==> config.mk <==
export PLATFORM = sky130hd
export DESIGN_NAME = eeg_gate_top
export DESIGN_NICKNAME = d
export VERILOG_FILES = /design/src/design/eeg_pkg.sv /design/src/design/eeg_chk_if.sv /design/src/design/eeg_fault_eval.sv /design/src/design/eeg_gate_top.sv
export SDC_FILE = /design/constraint.sdc
export NUM_CORES = 2
export LEC_CHECK = 0
export ABC_AREA = 1
export BUFFER_PORTS_ARGS = -buffer_cell sky130_fd_sc_hd__buf_2
export CORE_AREA = 4 4 480 482
export CTS_CLUSTER_DIAMETER = 200
export DETAILED_ROUTE_END_ITERATION = 12
export DIE_AREA = 0 0 484 486
export GPL_ROUTABILITY_DRIVEN = 0
export PLACE_DENSITY = 0.57
export SLEW_MARGIN = 20
export SYNTH_ARGS = -nofsm -noshare
export SYNTH_HDL_FRONTEND = slang
export SYNTH_SLANG_ARGS = --single-unit
==> constraint.sdc <==
create_clock -name clk_sys -period 3.01 [get_ports clk_sys]
set_input_delay 0.602 -clock clk_sys [delete_from_list [all_inputs] [get_ports clk_sys]]
set_output_delay 0.602 -clock clk_sys [all_outputs]
set_load 0.1 [all_outputs]
==> src/design/eeg_pkg.sv <==
/*
  Package for the enclave gating checks: offsets, bit positions, resets,
  leaf and fault codes, shared types. Assumes one clock domain.
*/
// Notes on behaviour
// - Extension available only when enable and lock set
// - Key hash writable only if write-enable and locked
// - Key hash exists only with both capability bits
// - Operands use DS; segment override prefix ignored
// - Operand-size prefix on enclave instruction raises #UD
// - Address size follows mode; 16-bit uses 32
// - Every leaf needs usable expand-up DS, else #GP(0)
// - Entry requires zero base on other usable segments
// - Entry saves FS/GS, loads offset plus enclave base
// - New FS/GS ranges must lie inside DS; the code checks this only when wide_mode_attr is clear
// - Entry needs matching CS mode and privilege three
// - Exit or async exit restores saved FS/GS
// - Segment changes inside enclave raise #UD
// - Base writes allowed in wide enclave, kept across exits; the code keeps them only across async exit and resume, via the frame
// - Leaves except debug pair need paging, else #UD
// - Accessed/dirty may be set on non-faulting accesses
// - Non-root exiting control plus bitmap bit gives exit
// - Bitmap exit check follows privilege-zero check
// - Implicit cached accesses skip APIC page handling
// - Explicit enclave access on APIC page gives #PF
// - Redirectable non-enclave access gives APIC exit instead
// - Fetch outside enclave range inside enclave gives #GP(0)
package eeg_pkg;
  // Register byte offsets
  localparam logic [7:0] OFS_FGC = 8'h00;
  localparam logic [7:0] OFS_STATUS = 8'h04;
  localparam logic [7:0] OFS_BITMAP_LO = 8'h08;
  localparam logic [7:0] OFS_BITMAP_HI = 8'h0c;
  localparam logic [7:0] OFS_EXEC_CTL = 8'h10;
  localparam logic [7:0] OFS_HASH0 = 8'h20;
  localparam int HASH_WORDS = 8;
  // Field positions in feature_gate_control
  localparam int FGC_LOCK_BIT = 0;
  localparam int FGC_LKWE_BIT = 17;
  localparam int FGC_EN_BIT = 18;
  // Field positions in the execution control register
  localparam int XC_EXITING_BIT = 0;
  // Reset values, then selector and rights loaded on entry
  localparam logic [31:0] FGC_RST = 32'h0;
  localparam logic [31:0] HASH_RST = 32'h0;
  localparam logic [63:0] BITMAP_RST = 64'h0;
  localparam logic [15:0] ENCL_SEL = 16'h000b;
  localparam logic [11:0] ENCL_AR = 12'h0c1;
  // Leaf codes, then the full DS limit
  localparam logic [5:0] LEAF_ENTER = 6'h02;
  localparam logic [5:0] LEAF_RESUME = 6'h03;
  localparam logic [5:0] LEAF_EXIT = 6'h04;
  localparam logic [5:0] LEAF_DBG_RD = 6'h04;
  localparam logic [5:0] LEAF_DBG_WR = 6'h05;
  localparam logic [31:0] DS_FULL = 32'hffffffff;

  typedef enum logic [2:0] {
    OPK_USER = 3'b000,
    OPK_PRIV = 3'b001,
    OPK_SEGMOD = 3'b010,
    OPK_FSWR = 3'b011,
    OPK_GSWR = 3'b100,
    OPK_OTHER = 3'b101
  } eeg_kind_type;

  typedef enum logic [2:0] {
    FLT_NONE = 3'b000,
    FLT_UD = 3'b001,
    FLT_GP0 = 3'b010,
    FLT_PF = 3'b011,
    FLT_VMEXIT = 3'b100,
    FLT_APICEXIT = 3'b101
  } eeg_fault_type;

  // Segment register with its hidden part
  typedef struct packed {
    logic [15:0] sel;
    logic [63:0] base;
    logic [31:0] limit;
    logic [11:0] ar;
  } eeg_seg_type;

  // Inputs of the fault evaluator
  typedef struct packed {
    eeg_kind_type kind;
    logic [5:0] leaf;
    logic opSizePfx;
    logic available;
    logic pagingOn;
    logic [1:0] cpl;
    logic dsUsable;
    logic dsExpandUp;
    logic otherBaseNz;
    logic csLong;
    logic wideModeAttr;
    logic fsRangeOk;
    logic gsRangeOk;
    logic inEnclave;
    logic nonRoot;
    logic exitCtl;
    logic [63:0] exitBitmap;
  } eeg_req_type;
endpackage

==> src/design/eeg_chk_if.sv <==
/*
  Carrier from the gating top to its fault evaluator.
  Assumes one clock domain; nothing here is clocked.
*/
`timescale 1ns/100ps
interface eeg_chk_if;
  import eeg_pkg::*;
  eeg_req_type req;
  eeg_fault_type fault;
  modport top (output req, input fault);
  modport chk (input req, output fault);
endinterface

==> src/design/eeg_fault_eval.sv <==
/*
  Fault evaluator: one fault code per instruction, first hit wins.
  Assumes the top samples it in the cycle of the request.
*/
`timescale 1ns/100ps
module eeg_fault_eval (
  eeg_chk_if.chk chk
);
  import eeg_pkg::*;

  // Priority chain, first hit wins
  always_comb begin
    eeg_req_type r;
    logic isEntry;
    logic isDbg;
    r = chk.req;
    isEntry = (r.kind == OPK_USER) && ((r.leaf == LEAF_ENTER) || (r.leaf == LEAF_RESUME));
    isDbg = (r.kind == OPK_PRIV) && ((r.leaf == LEAF_DBG_RD) || (r.leaf == LEAF_DBG_WR));
    chk.fault = FLT_NONE;
    case (r.kind)
      OPK_USER, OPK_PRIV: begin
        if (!r.available) begin
          chk.fault = FLT_UD;
        end else if (!r.pagingOn && !isDbg) begin
          chk.fault = FLT_UD;
        end else if (r.opSizePfx) begin
          chk.fault = FLT_UD;
        end else if (!r.dsUsable || !r.dsExpandUp) begin
          chk.fault = FLT_GP0;
        end else if (r.kind == OPK_PRIV) begin
          if (r.cpl != 2'd0) begin
            chk.fault = FLT_GP0;
          end else if (r.nonRoot && r.exitCtl && r.exitBitmap[r.leaf]) begin
            chk.fault = FLT_VMEXIT;
          end
        end else if (isEntry) begin
          // Entering twice is a protection fault
          if (r.inEnclave) begin
            chk.fault = FLT_GP0;
          end else if (r.otherBaseNz) begin
            chk.fault = FLT_GP0;
          end else if ((r.csLong != r.wideModeAttr) || (r.cpl != 2'd3)) begin
            chk.fault = FLT_GP0;
          end else if (!r.fsRangeOk || !r.gsRangeOk) begin
            chk.fault = FLT_GP0;
          end
        end else if ((r.leaf == LEAF_EXIT) && !r.inEnclave) begin
          chk.fault = FLT_UD;
        end
      end
      OPK_SEGMOD: begin
        if (r.inEnclave) begin
          chk.fault = FLT_UD;
        end
      end
      OPK_FSWR, OPK_GSWR: begin
        // inside an enclave, base writes only in wide enclaves
        if (r.inEnclave && !r.wideModeAttr) begin
          chk.fault = FLT_UD;
        end
      end
      default: begin
        chk.fault = FLT_NONE;
      end
    endcase
  end
endmodule

==> src/design/eeg_gate_top.sv <==
/*
  Enclave entry gating checks: gate register, key hash registers, exit
  bitmap, instruction fault check, FS/GS swap on entry and exit, and
  access classification near the APIC page.
  Assumes the core sequencer gives one instruction or access per pulse
  and holds nothing; results appear one cycle later.
*/
`timescale 1ns/100ps
module eeg_gate_top (
  input wire logic clk_sys,
  input wire logic nrst,
  // Register port
  input wire logic [7:0] regAddr,
  input wire logic [31:0] regWdata,
  input wire logic regWr,
  input wire logic regRd,
  output logic [31:0] regRdata,
  // Capability straps
  input wire logic capBaseLeaves,
  input wire logic capLaunchCtl,
  // Instruction request
  input wire logic insValid,
  input wire eeg_pkg::eeg_kind_type insKind,
  input wire logic [5:0] insLeaf,
  input wire logic insOpSizePfx,
  input wire logic wide_mode_attr,
  input wire logic pagingOn,
  input wire logic [1:0] cpl,
  input wire logic dsUsable,
  input wire logic dsExpandUp,
  input wire logic [31:0] dsLimit,
  input wire logic otherBaseNz,
  input wire logic csLong,
  input wire logic nonRoot,
  input wire eeg_pkg::eeg_seg_type fsIn,
  input wire eeg_pkg::eeg_seg_type gsIn,
  input wire logic [63:0] fsOffsetField,
  input wire logic [63:0] gsOffsetField,
  input wire logic [31:0] fsLimitField,
  input wire logic [31:0] gsLimitField,
  input wire logic [63:0] enclaveBase,
  input wire logic wideModeAttr,
  input wire logic [63:0] baseWrVal,
  input wire logic [63:0] ssaFsBaseIn,
  input wire logic [63:0] ssaGsBaseIn,
  input wire logic asyncExit,
  // Memory access request
  input wire logic accValid,
  input wire logic accImplicit,
  input wire logic accEnclave,
  input wire logic accApicOverlap,
  input wire logic accWouldRedirect,
  input wire logic accFetch,
  input wire logic accInRange,
  // Results
  output logic insDone,
  output eeg_pkg::eeg_fault_type insFault,
  output logic addrWide,
  output logic enclaveMode,
  output logic featureAvail,
  output eeg_pkg::eeg_seg_type fsOut,
  output eeg_pkg::eeg_seg_type gsOut,
  output logic ssaWr,
  output logic [63:0] ssaFsBaseOut,
  output logic [63:0] ssaGsBaseOut,
  output logic accDone,
  output eeg_pkg::eeg_fault_type accFault,
  output logic adFlagOk
);
  import eeg_pkg::*;

  // Whole module state
  typedef struct packed {
    logic [31:0] fgc;
    logic [HASH_WORDS-1:0][31:0] hash;
    logic [63:0] bitmap;
    logic exitCtl;
    logic [31:0] rdata;
    logic inEncl;
    eeg_seg_type fsCur;
    eeg_seg_type gsCur;
    eeg_seg_type fsSave;
    eeg_seg_type gsSave;
    logic insDone;
    eeg_fault_type insFault;
    eeg_fault_type lastFault;
    logic addrWide;
    logic avail;
    logic ssaWr;
    logic [63:0] ssaFs;
    logic [63:0] ssaGs;
    logic accDone;
    eeg_fault_type accFault;
    logic adOk;
  } eeg_state_type;

  eeg_state_type st_q;
  eeg_state_type st_d;
  eeg_chk_if chkBus ();

  // Unless wide, a new segment must sit inside DS; a wrapping one needs a full 4 GB DS
  function automatic logic rangeInDs(input logic [63:0] base, input logic [31:0] lim,
                                     input logic [31:0] dsLim, input logic wide);
    logic [63:0] top;
    top = base + {32'h0, lim};
    if (wide) begin
      rangeInDs = 1'b1;
    end else if (top[31:0] < base[31:0]) begin
      rangeInDs = (dsLim == DS_FULL);
    end else begin
      rangeInDs = (top[31:0] <= dsLim);
    end
  endfunction

  // Segment as loaded on entry, selector ENCL_SEL and rights fixed to ENCL_AR
  function automatic eeg_seg_type enclSeg(input logic [63:0] base, input logic [31:0] lim);
    enclSeg.sel = ENCL_SEL;
    enclSeg.base = base;
    enclSeg.limit = lim;
    enclSeg.ar = ENCL_AR;
  endfunction

  // Hash register index from a byte offset
  function automatic logic [2:0] hashIdx(input logic [7:0] a);
    hashIdx = a[4:2];
  endfunction

  logic hashExists;
  logic hashWrOk;
  logic isHashAddr;
  logic [63:0] fsNewBase;
  logic [63:0] gsNewBase;
  logic isEnter;
  logic isResume;
  logic isExit;

  // Decode helpers
  always_comb begin
    // hash registers present only with both capabilities
    hashExists = capBaseLeaves && capLaunchCtl;
    hashWrOk = hashExists && st_q.fgc[FGC_LKWE_BIT] && st_q.fgc[FGC_LOCK_BIT];
    isHashAddr = (regAddr[7:5] == OFS_HASH0[7:5]) && (regAddr[1:0] == 2'b00);
    // base is offset field plus enclave base
    fsNewBase = fsOffsetField + enclaveBase;
    gsNewBase = gsOffsetField + enclaveBase;
    isEnter = (insKind == OPK_USER) && (insLeaf == LEAF_ENTER);
    isResume = (insKind == OPK_USER) && (insLeaf == LEAF_RESUME);
    isExit = (insKind == OPK_USER) && (insLeaf == LEAF_EXIT);
  end

  // Request to the fault evaluator
  always_comb begin
    chkBus.req.kind = insKind;
    chkBus.req.leaf = insLeaf;
    chkBus.req.opSizePfx = insOpSizePfx;
    chkBus.req.available = st_q.avail;
    chkBus.req.pagingOn = pagingOn;
    chkBus.req.cpl = cpl;
    chkBus.req.dsUsable = dsUsable;
    chkBus.req.dsExpandUp = dsExpandUp;
    chkBus.req.otherBaseNz = otherBaseNz;
    chkBus.req.csLong = csLong;
    chkBus.req.wideModeAttr = wideModeAttr;
    // new FS/GS ranges checked against DS unless wide_mode_attr is set
    chkBus.req.fsRangeOk = rangeInDs(fsNewBase, fsLimitField, dsLimit, wide_mode_attr);
    chkBus.req.gsRangeOk = rangeInDs(gsNewBase, gsLimitField, dsLimit, wide_mode_attr);
    chkBus.req.inEnclave = st_q.inEncl;
    chkBus.req.nonRoot = nonRoot;
    chkBus.req.exitCtl = st_q.exitCtl;
    chkBus.req.exitBitmap = st_q.bitmap;
  end

  eeg_fault_eval uEval (
    .chk(chkBus)
  );

  // Next-state logic
  always_comb begin
    st_d = st_q;
    st_d.rdata = 32'h0;
    st_d.insDone = 1'b0;
    st_d.ssaWr = 1'b0;
    st_d.accDone = 1'b0;
    st_d.adOk = 1'b0;
    // enable and lock together; never mirrored into CPUID
    st_d.avail = st_q.fgc[FGC_EN_BIT] && st_q.fgc[FGC_LOCK_BIT];

    // Register writes
    if (regWr) begin
      if (regAddr == OFS_FGC) begin
        // Gate register freezes once locked, so firmware settings stick
        if (!st_q.fgc[FGC_LOCK_BIT]) begin
          st_d.fgc = regWdata;
        end
      end else if (regAddr == OFS_BITMAP_LO) begin
        st_d.bitmap[31:0] = regWdata;
      end else if (regAddr == OFS_BITMAP_HI) begin
        st_d.bitmap[63:32] = regWdata;
      end else if (regAddr == OFS_EXEC_CTL) begin
        st_d.exitCtl = regWdata[XC_EXITING_BIT];
      end else if (isHashAddr) begin
        if (hashWrOk) begin
          st_d.hash[hashIdx(regAddr)] = regWdata;
        end
      end
    end

    // Register reads, data valid the next cycle only
    if (regRd) begin
      if (regAddr == OFS_FGC) begin
        st_d.rdata = st_q.fgc;
      end else if (regAddr == OFS_STATUS) begin
        st_d.rdata = {25'h0, st_q.lastFault, st_q.addrWide, st_q.inEncl, st_q.avail, hashExists};
      end else if (regAddr == OFS_BITMAP_LO) begin
        st_d.rdata = st_q.bitmap[31:0];
      end else if (regAddr == OFS_BITMAP_HI) begin
        st_d.rdata = st_q.bitmap[63:32];
      end else if (regAddr == OFS_EXEC_CTL) begin
        st_d.rdata = {31'h0, st_q.exitCtl};
      end else if (isHashAddr && hashExists) begin
        st_d.rdata = st_q.hash[hashIdx(regAddr)];
      end
    end

    // Instruction outcome
    if (insValid) begin
      st_d.insDone = 1'b1;
      st_d.insFault = chkBus.fault;
      st_d.lastFault = chkBus.fault;
      // operands always DS offsets, override ignored
      // address width from mode, prefix ignored
      st_d.addrWide = wide_mode_attr;
      if (chkBus.fault == FLT_NONE) begin
        if (isEnter || isResume) begin
          st_d.fsSave = fsIn;
          st_d.gsSave = gsIn;
          st_d.inEncl = 1'b1;
          st_d.fsCur = enclSeg(fsNewBase, fsLimitField);
          st_d.gsCur = enclSeg(gsNewBase, gsLimitField);
          // in a wide enclave, resume reloads bases kept in the frame
          if (isResume && wideModeAttr) begin
            st_d.fsCur.base = ssaFsBaseIn;
            st_d.gsCur.base = ssaGsBaseIn;
          end
        end else if (isExit) begin
          st_d.inEncl = 1'b0;
          st_d.fsCur = st_q.fsSave;
          st_d.gsCur = st_q.gsSave;
        end else if (insKind == OPK_FSWR) begin
          st_d.fsCur.base = baseWrVal;
        end else if (insKind == OPK_GSWR) begin
          st_d.gsCur.base = baseWrVal;
        end
      end
    end else if (asyncExit && st_q.inEncl) begin
      // current bases go to the frame
      st_d.ssaWr = 1'b1;
      st_d.ssaFs = st_q.fsCur.base;
      st_d.ssaGs = st_q.gsCur.base;
      st_d.inEncl = 1'b0;
      st_d.fsCur = st_q.fsSave;
      st_d.gsCur = st_q.gsSave;
    end else begin
      // Outside, FS/GS track the live copies
      if (!st_q.inEncl) begin
        st_d.fsCur = fsIn;
        st_d.gsCur = gsIn;
      end
    end

    // Memory access classification
    if (accValid) begin
      st_d.accDone = 1'b1;
      st_d.accFault = FLT_NONE;
      if (accImplicit) begin
        // cached physical accesses bypass APIC handling
        st_d.accFault = FLT_NONE;
      end else if (accFetch && st_q.inEncl && !accInRange) begin
        // fetch outside range, even on APIC page
        st_d.accFault = FLT_GP0;
      end else if (accEnclave && accApicOverlap) begin
        st_d.accFault = FLT_PF;
      end else if (!accEnclave && accWouldRedirect) begin
        st_d.accFault = FLT_APICEXIT;
      end
      // A/D update allowed for a clean enclave access
      st_d.adOk = accEnclave && (st_d.accFault == FLT_NONE);
    end
  end

  // State register; asynchronous reset to constants only
  always_ff @(posedge clk_sys or negedge nrst) begin
    if (!nrst) begin
      st_q <= '0;
      st_q.fgc <= FGC_RST;
      st_q.hash <= {HASH_WORDS{HASH_RST}};
      st_q.bitmap <= BITMAP_RST;
      st_q.insFault <= FLT_NONE;
      st_q.lastFault <= FLT_NONE;
      st_q.accFault <= FLT_NONE;
    end else begin
      st_q <= st_d;
    end
  end

  // Outputs straight from the state register
  assign regRdata = st_q.rdata;
  assign insDone = st_q.insDone;
  assign insFault = st_q.insFault;
  assign addrWide = st_q.addrWide;
  assign enclaveMode = st_q.inEncl;
  assign featureAvail = st_q.avail;
  assign fsOut = st_q.fsCur;
  assign gsOut = st_q.gsCur;
  assign ssaWr = st_q.ssaWr;
  assign ssaFsBaseOut = st_q.ssaFs;
  assign ssaGsBaseOut = st_q.ssaGs;
  assign accDone = st_q.accDone;
  assign accFault = st_q.accFault;
  assign adFlagOk = st_q.adOk;
endmodule

==> impl_results.md <==
- Clock latency reported for the late side of the worst-skew pair: 0.81 ns
- Ratio of final minimum period to clock period: 196.1%
- Layout cell share with drive strength beyond 1: 32.89%
- Routed via count divided by cell count: 5.357
- Area taken by flip-flops and latches: 25570 µm²
- CTS buffer count: 118
- Total power: 51.84 mW
- Crit path kind: in -> reg
- Slowest cell on crit path: sky130_fd_sc_hd__ha_1
- DR vias: 77.45k
- Count of cells along the worst register-to-register path: 15
- Required time at the endpoint of the critical path: 3.71 ns
- Cells on Worst Hold Path: 3
- Post-place setup slack: -4.333 ns
- Detailed-route wire length on metal 1: 138200 µm
- RSZ-0062 raised after global routing: true
- Run status: complete, but fails checks
- Final Worst Setup Slack: -2.894 ns
- Routed wirelength normalized by instance count: 27.78 µm
- Final number of hold-violating endpoints: 0
- Arrival time reported for the critical path endpoint: 6.60 ns
- Post-route insts no fill: 14.46k
- Crit-path most repeated cell: sky130_fd_sc_hd__nand2_2
- CTS tree: done
- Multi-input combinational cell area: 38010 µm²
- Async S/R FF share, synth: 100.0%
- P per Cell Area: 546.7 nW/µm²
- CTS max path bufs: 3
- Initial antenna violation count: 195
- Final standard cell area without fillers: 94820 µm²
- Number of top-level pins: 1224
- Number of max-capacitance violations reported: 0
- Critical path startpoint: gsOffsetField[15]
- Die height: 486 µm
- First-pass GRT wire length: 541300 µm
- Most frequent standard cell in the layout excluding fill and tap cells: sky130_fd_sc_hd__nand2_1
- Shortest clock period the worst path allows after layout: 5.904 ns
- Via count of the first global-routing pass: 73.72k
- Synth-to-Final Area Change: 39.01%
- WL met3: 40140 µm
- Clock root buffer: sky130_fd_sc_hd__clkbuf_16
- All-Layer GR Usage: 31.84%
- Initial cell density of the core: 30.13%
- Final clock skew: 0.07063 ns
- DRT Pass-1 Iters: 7
- Std-Cell Core Area: 226400 µm²
- Number of enable-type register cells in the synthesized netlist: 0
- Kind of start point of the critical path: primary input
- Instance area at placement: 84610 µm²
- Placement row count: 175
- Instance count of the mapped netlist: 9237
- Highest achievable clock rate: 0.1694 GHz
- CP Max Fanout: 8
- Clock net sink count: 1022
- Worst hold path class: in -> reg
- Worst Setup End Kind: register
- Final Slew Violations: 0
- Syn_nets: 10.36k
- Failing checks: negative setup slack
- Netlist cell types: 62
- Setup-failing EPs final: 498
- Area of the die: 235200 µm²
- Wirelength, routed: 401600 µm
- Clock transition at the register clock pins on the worst setup and hold paths after CTS: 0.06 ns
- Routed wire length on met2: 173400 µm
- Remaining antenna violation count after routing: 0
- Worst slew margin relative to its limit: 34.16%
- Endpoint of the worst hold-timing path: st_q[270]$_DFFE_PN0P_
- Startpoint of the worst-slack reg-to-reg timing path: chkBus.req[8]$_DFFE_PN0P_
- Startpoint of the most critical hold path: fsIn[3]
- Summed instance area of the synthesized netlist: 68210 µm²
- Mapped Avg Cell Area: 7.384 µm²
- Highest-count cells in the layout ignoring fill and taps: sky130_fd_sc_hd__nand2_1, sky130_fd_sc_hd__buf_4, sky130_fd_sc_hd__buf_2
- R2R Path End: st_q[375]$_DFFE_PN0P_
- H-tree Lvls: 3
- DRC: 0
- Leak: 48.28 nW
- Max stage delay on crit path: 0.35 ns
- Register bit total from synthesis: 1022
- Number of warnings printed during yosys synthesis: 0
- Maximum number of pins on one net before global-route repair: 140
- Share of the yosys chip area belonging to registers: 37.49%
- Filler Cells Inserted: 22.90k
- Top sig layer: met5
- Synth Flop Type: sky130_fd_sc_hd__dfrtp_1
- Net count, final: 12.30k
- First DRT Iteration DRCs: 8459
- Slew at the pin closest to its max-slew limit: 0.9840 ns
- Remaining Overflow, GRT: 0
- IR Drop Worst-Case VDD: 543.6 µV
- Placed Instances: 13.88k
- Setup slack of the worst register-to-register path: 0.05 ns
- Floorplan die width: 484 µm
- Dpl hpwl: 313000 µm
- Port Buf Inserts: 1223
[sequential cells by signal, summed over array words and instances (netlist names)]
signal and cells:
featureAvail 1, adFlagOk 1, accFault 3, accDone 1
regRdata 32, enclaveMode 1, gsOut 124, ssaWr 1
chkBus.req 65, insDone 1, ssaGsBaseOut 64, addrWide 1
fsOut 124, ssaFsBaseOut 64, st_q 539
[per-layer routing]
layer  vias to the layer above  GRT usage [%]
li1                      34530              -
met1                     36750          35.76
met2                      4780          48.54
met3                      1313          7.968
met4                        78          31.86
met5                         -              0
[repair_timing]
action | in CTS | in global routing
hold buffers | 35 | 0
pin swaps | 76 | 108
cloned | 14 | 51
setup buffers | 58 | 35
hold endpoints to repair | 59 | 0
endpoints found under the setup margin | 498 | 498
resized for setup | 264 | 444
[area by class of cell]
type                            count  share of cell area [%]
Inverter                          585                   2.350
Antenna cell                      166                  0.4381
Tap cell                         3009                   3.970
Timing Repair Buffer             2721                   21.64
Clock inverter                     66                   1.019
Multi-Input combinational cell   6732                   40.09
Sequential cell                  1022                   26.97
Clock buffer                      155                   3.524
[power by group]
part,switching [mW],total (mW),internal [mW]
combinational,13.4,20.7,7.25
clock,6.69,16.0,9.35
sequential,0.780,15.1,14.4
[critical path, delay by kind of cell]
kind | cells | cell delay [ns]
XOR/XNOR | 1 | 0.26
adder cells (fa/ha/maj) | 3 | 0.99
AND/OR/NAND/NOR | 22 | 2.49
AO/OA/AOI/OAI | 4 | 0.77
buffers and inverters | 10 | 1.43
[Yosys cell counts, types with 28 or more instances]
cell                       count  area [µm²]
sky130_fd_sc_hd__buf_1        28       105.1
sky130_fd_sc_hd__nor2_1      480        1802
sky130_fd_sc_hd__nand4_1     100       625.6
sky130_fd_sc_hd__buf_2        76       380.4
sky130_fd_sc_hd__dfrtp_1    1022       25570
sky130_fd_sc_hd__nor3_1       44       220.2
sky130_fd_sc_hd__xor2_1       95       832.1
sky130_fd_sc_hd__nand3_1     482        2412
sky130_fd_sc_hd__ha_1        314        3929
sky130_fd_sc_hd__a21o_1       53       397.9
sky130_fd_sc_hd__clkbuf_1    359        1348
sky130_fd_sc_hd__a21oi_1     569        2848
sky130_fd_sc_hd__a22oi_1     248        1862
sky130_fd_sc_hd__o22ai_1     134       838.3
sky130_fd_sc_hd__inv_1       573        2151
sky130_fd_sc_hd__buf_4       427        3206
sky130_fd_sc_hd__o21ai_0     852        4264
sky130_fd_sc_hd__mux2_2      128        1441
sky130_fd_sc_hd__and2_0       61       381.6
sky130_fd_sc_hd__nand2_1    2754       10340
sky130_fd_sc_hd__or2_2       153       957.2
[metrics by stage]
| stage | hold WS [ns] | utilization, % | setup TNS (ns) |
|---|---|---|---|
| final | 0.05034 | 41.88 | -1395.43 |
| after global routing | 0.03187 | 41.81 | -1526.87 |
| after CTS | 0.0006597 | 40.30 | -1345.53 |
| after detailed placement | 0.4630 | 37.37 | -2104.32 |
| after global placement | 0.4573 | 37.37 | -2069.49 |
| after floorplan | 0.3064 | - | -1212.55 |
[worst max path at each step]
| stage | end | slack [ns] | depth (start not counted) |
|---|---|---|---|
| after floorplan | fsOut[0]$_DFFE_PN0P_ | -2.49 | 44 |
| after global placement | st_q[355]$_DFFE_PN0P_ | -4.27 | 42 |
| after detailed placement | st_q[357]$_DFFE_PN0P_ | -4.33 | 42 |
| after CTS | st_q[357]$_DFFE_PN0P_ | -2.79 | 44 |
| after global routing | st_q[349]$_DFFE_PN0P_ | -3.15 | 42 |
| final | st_q[375]$_DFFE_PN0P_ | -2.89 | 40 |
[cells by family after synthesis]
kind of cell | after synthesis | share of synthesized area [%]
flops | 1022 | 37.49
xor+xnor | 118 | 1.515
buf+inv | 1486 | 10.79
compound gates | 2036 | 17.07
simple gates | 4129 | 25.14
fa+ha+maj | 318 | 5.877
mux | 128 | 2.113
Note: power is estimated with default switching activity, not from simulation.
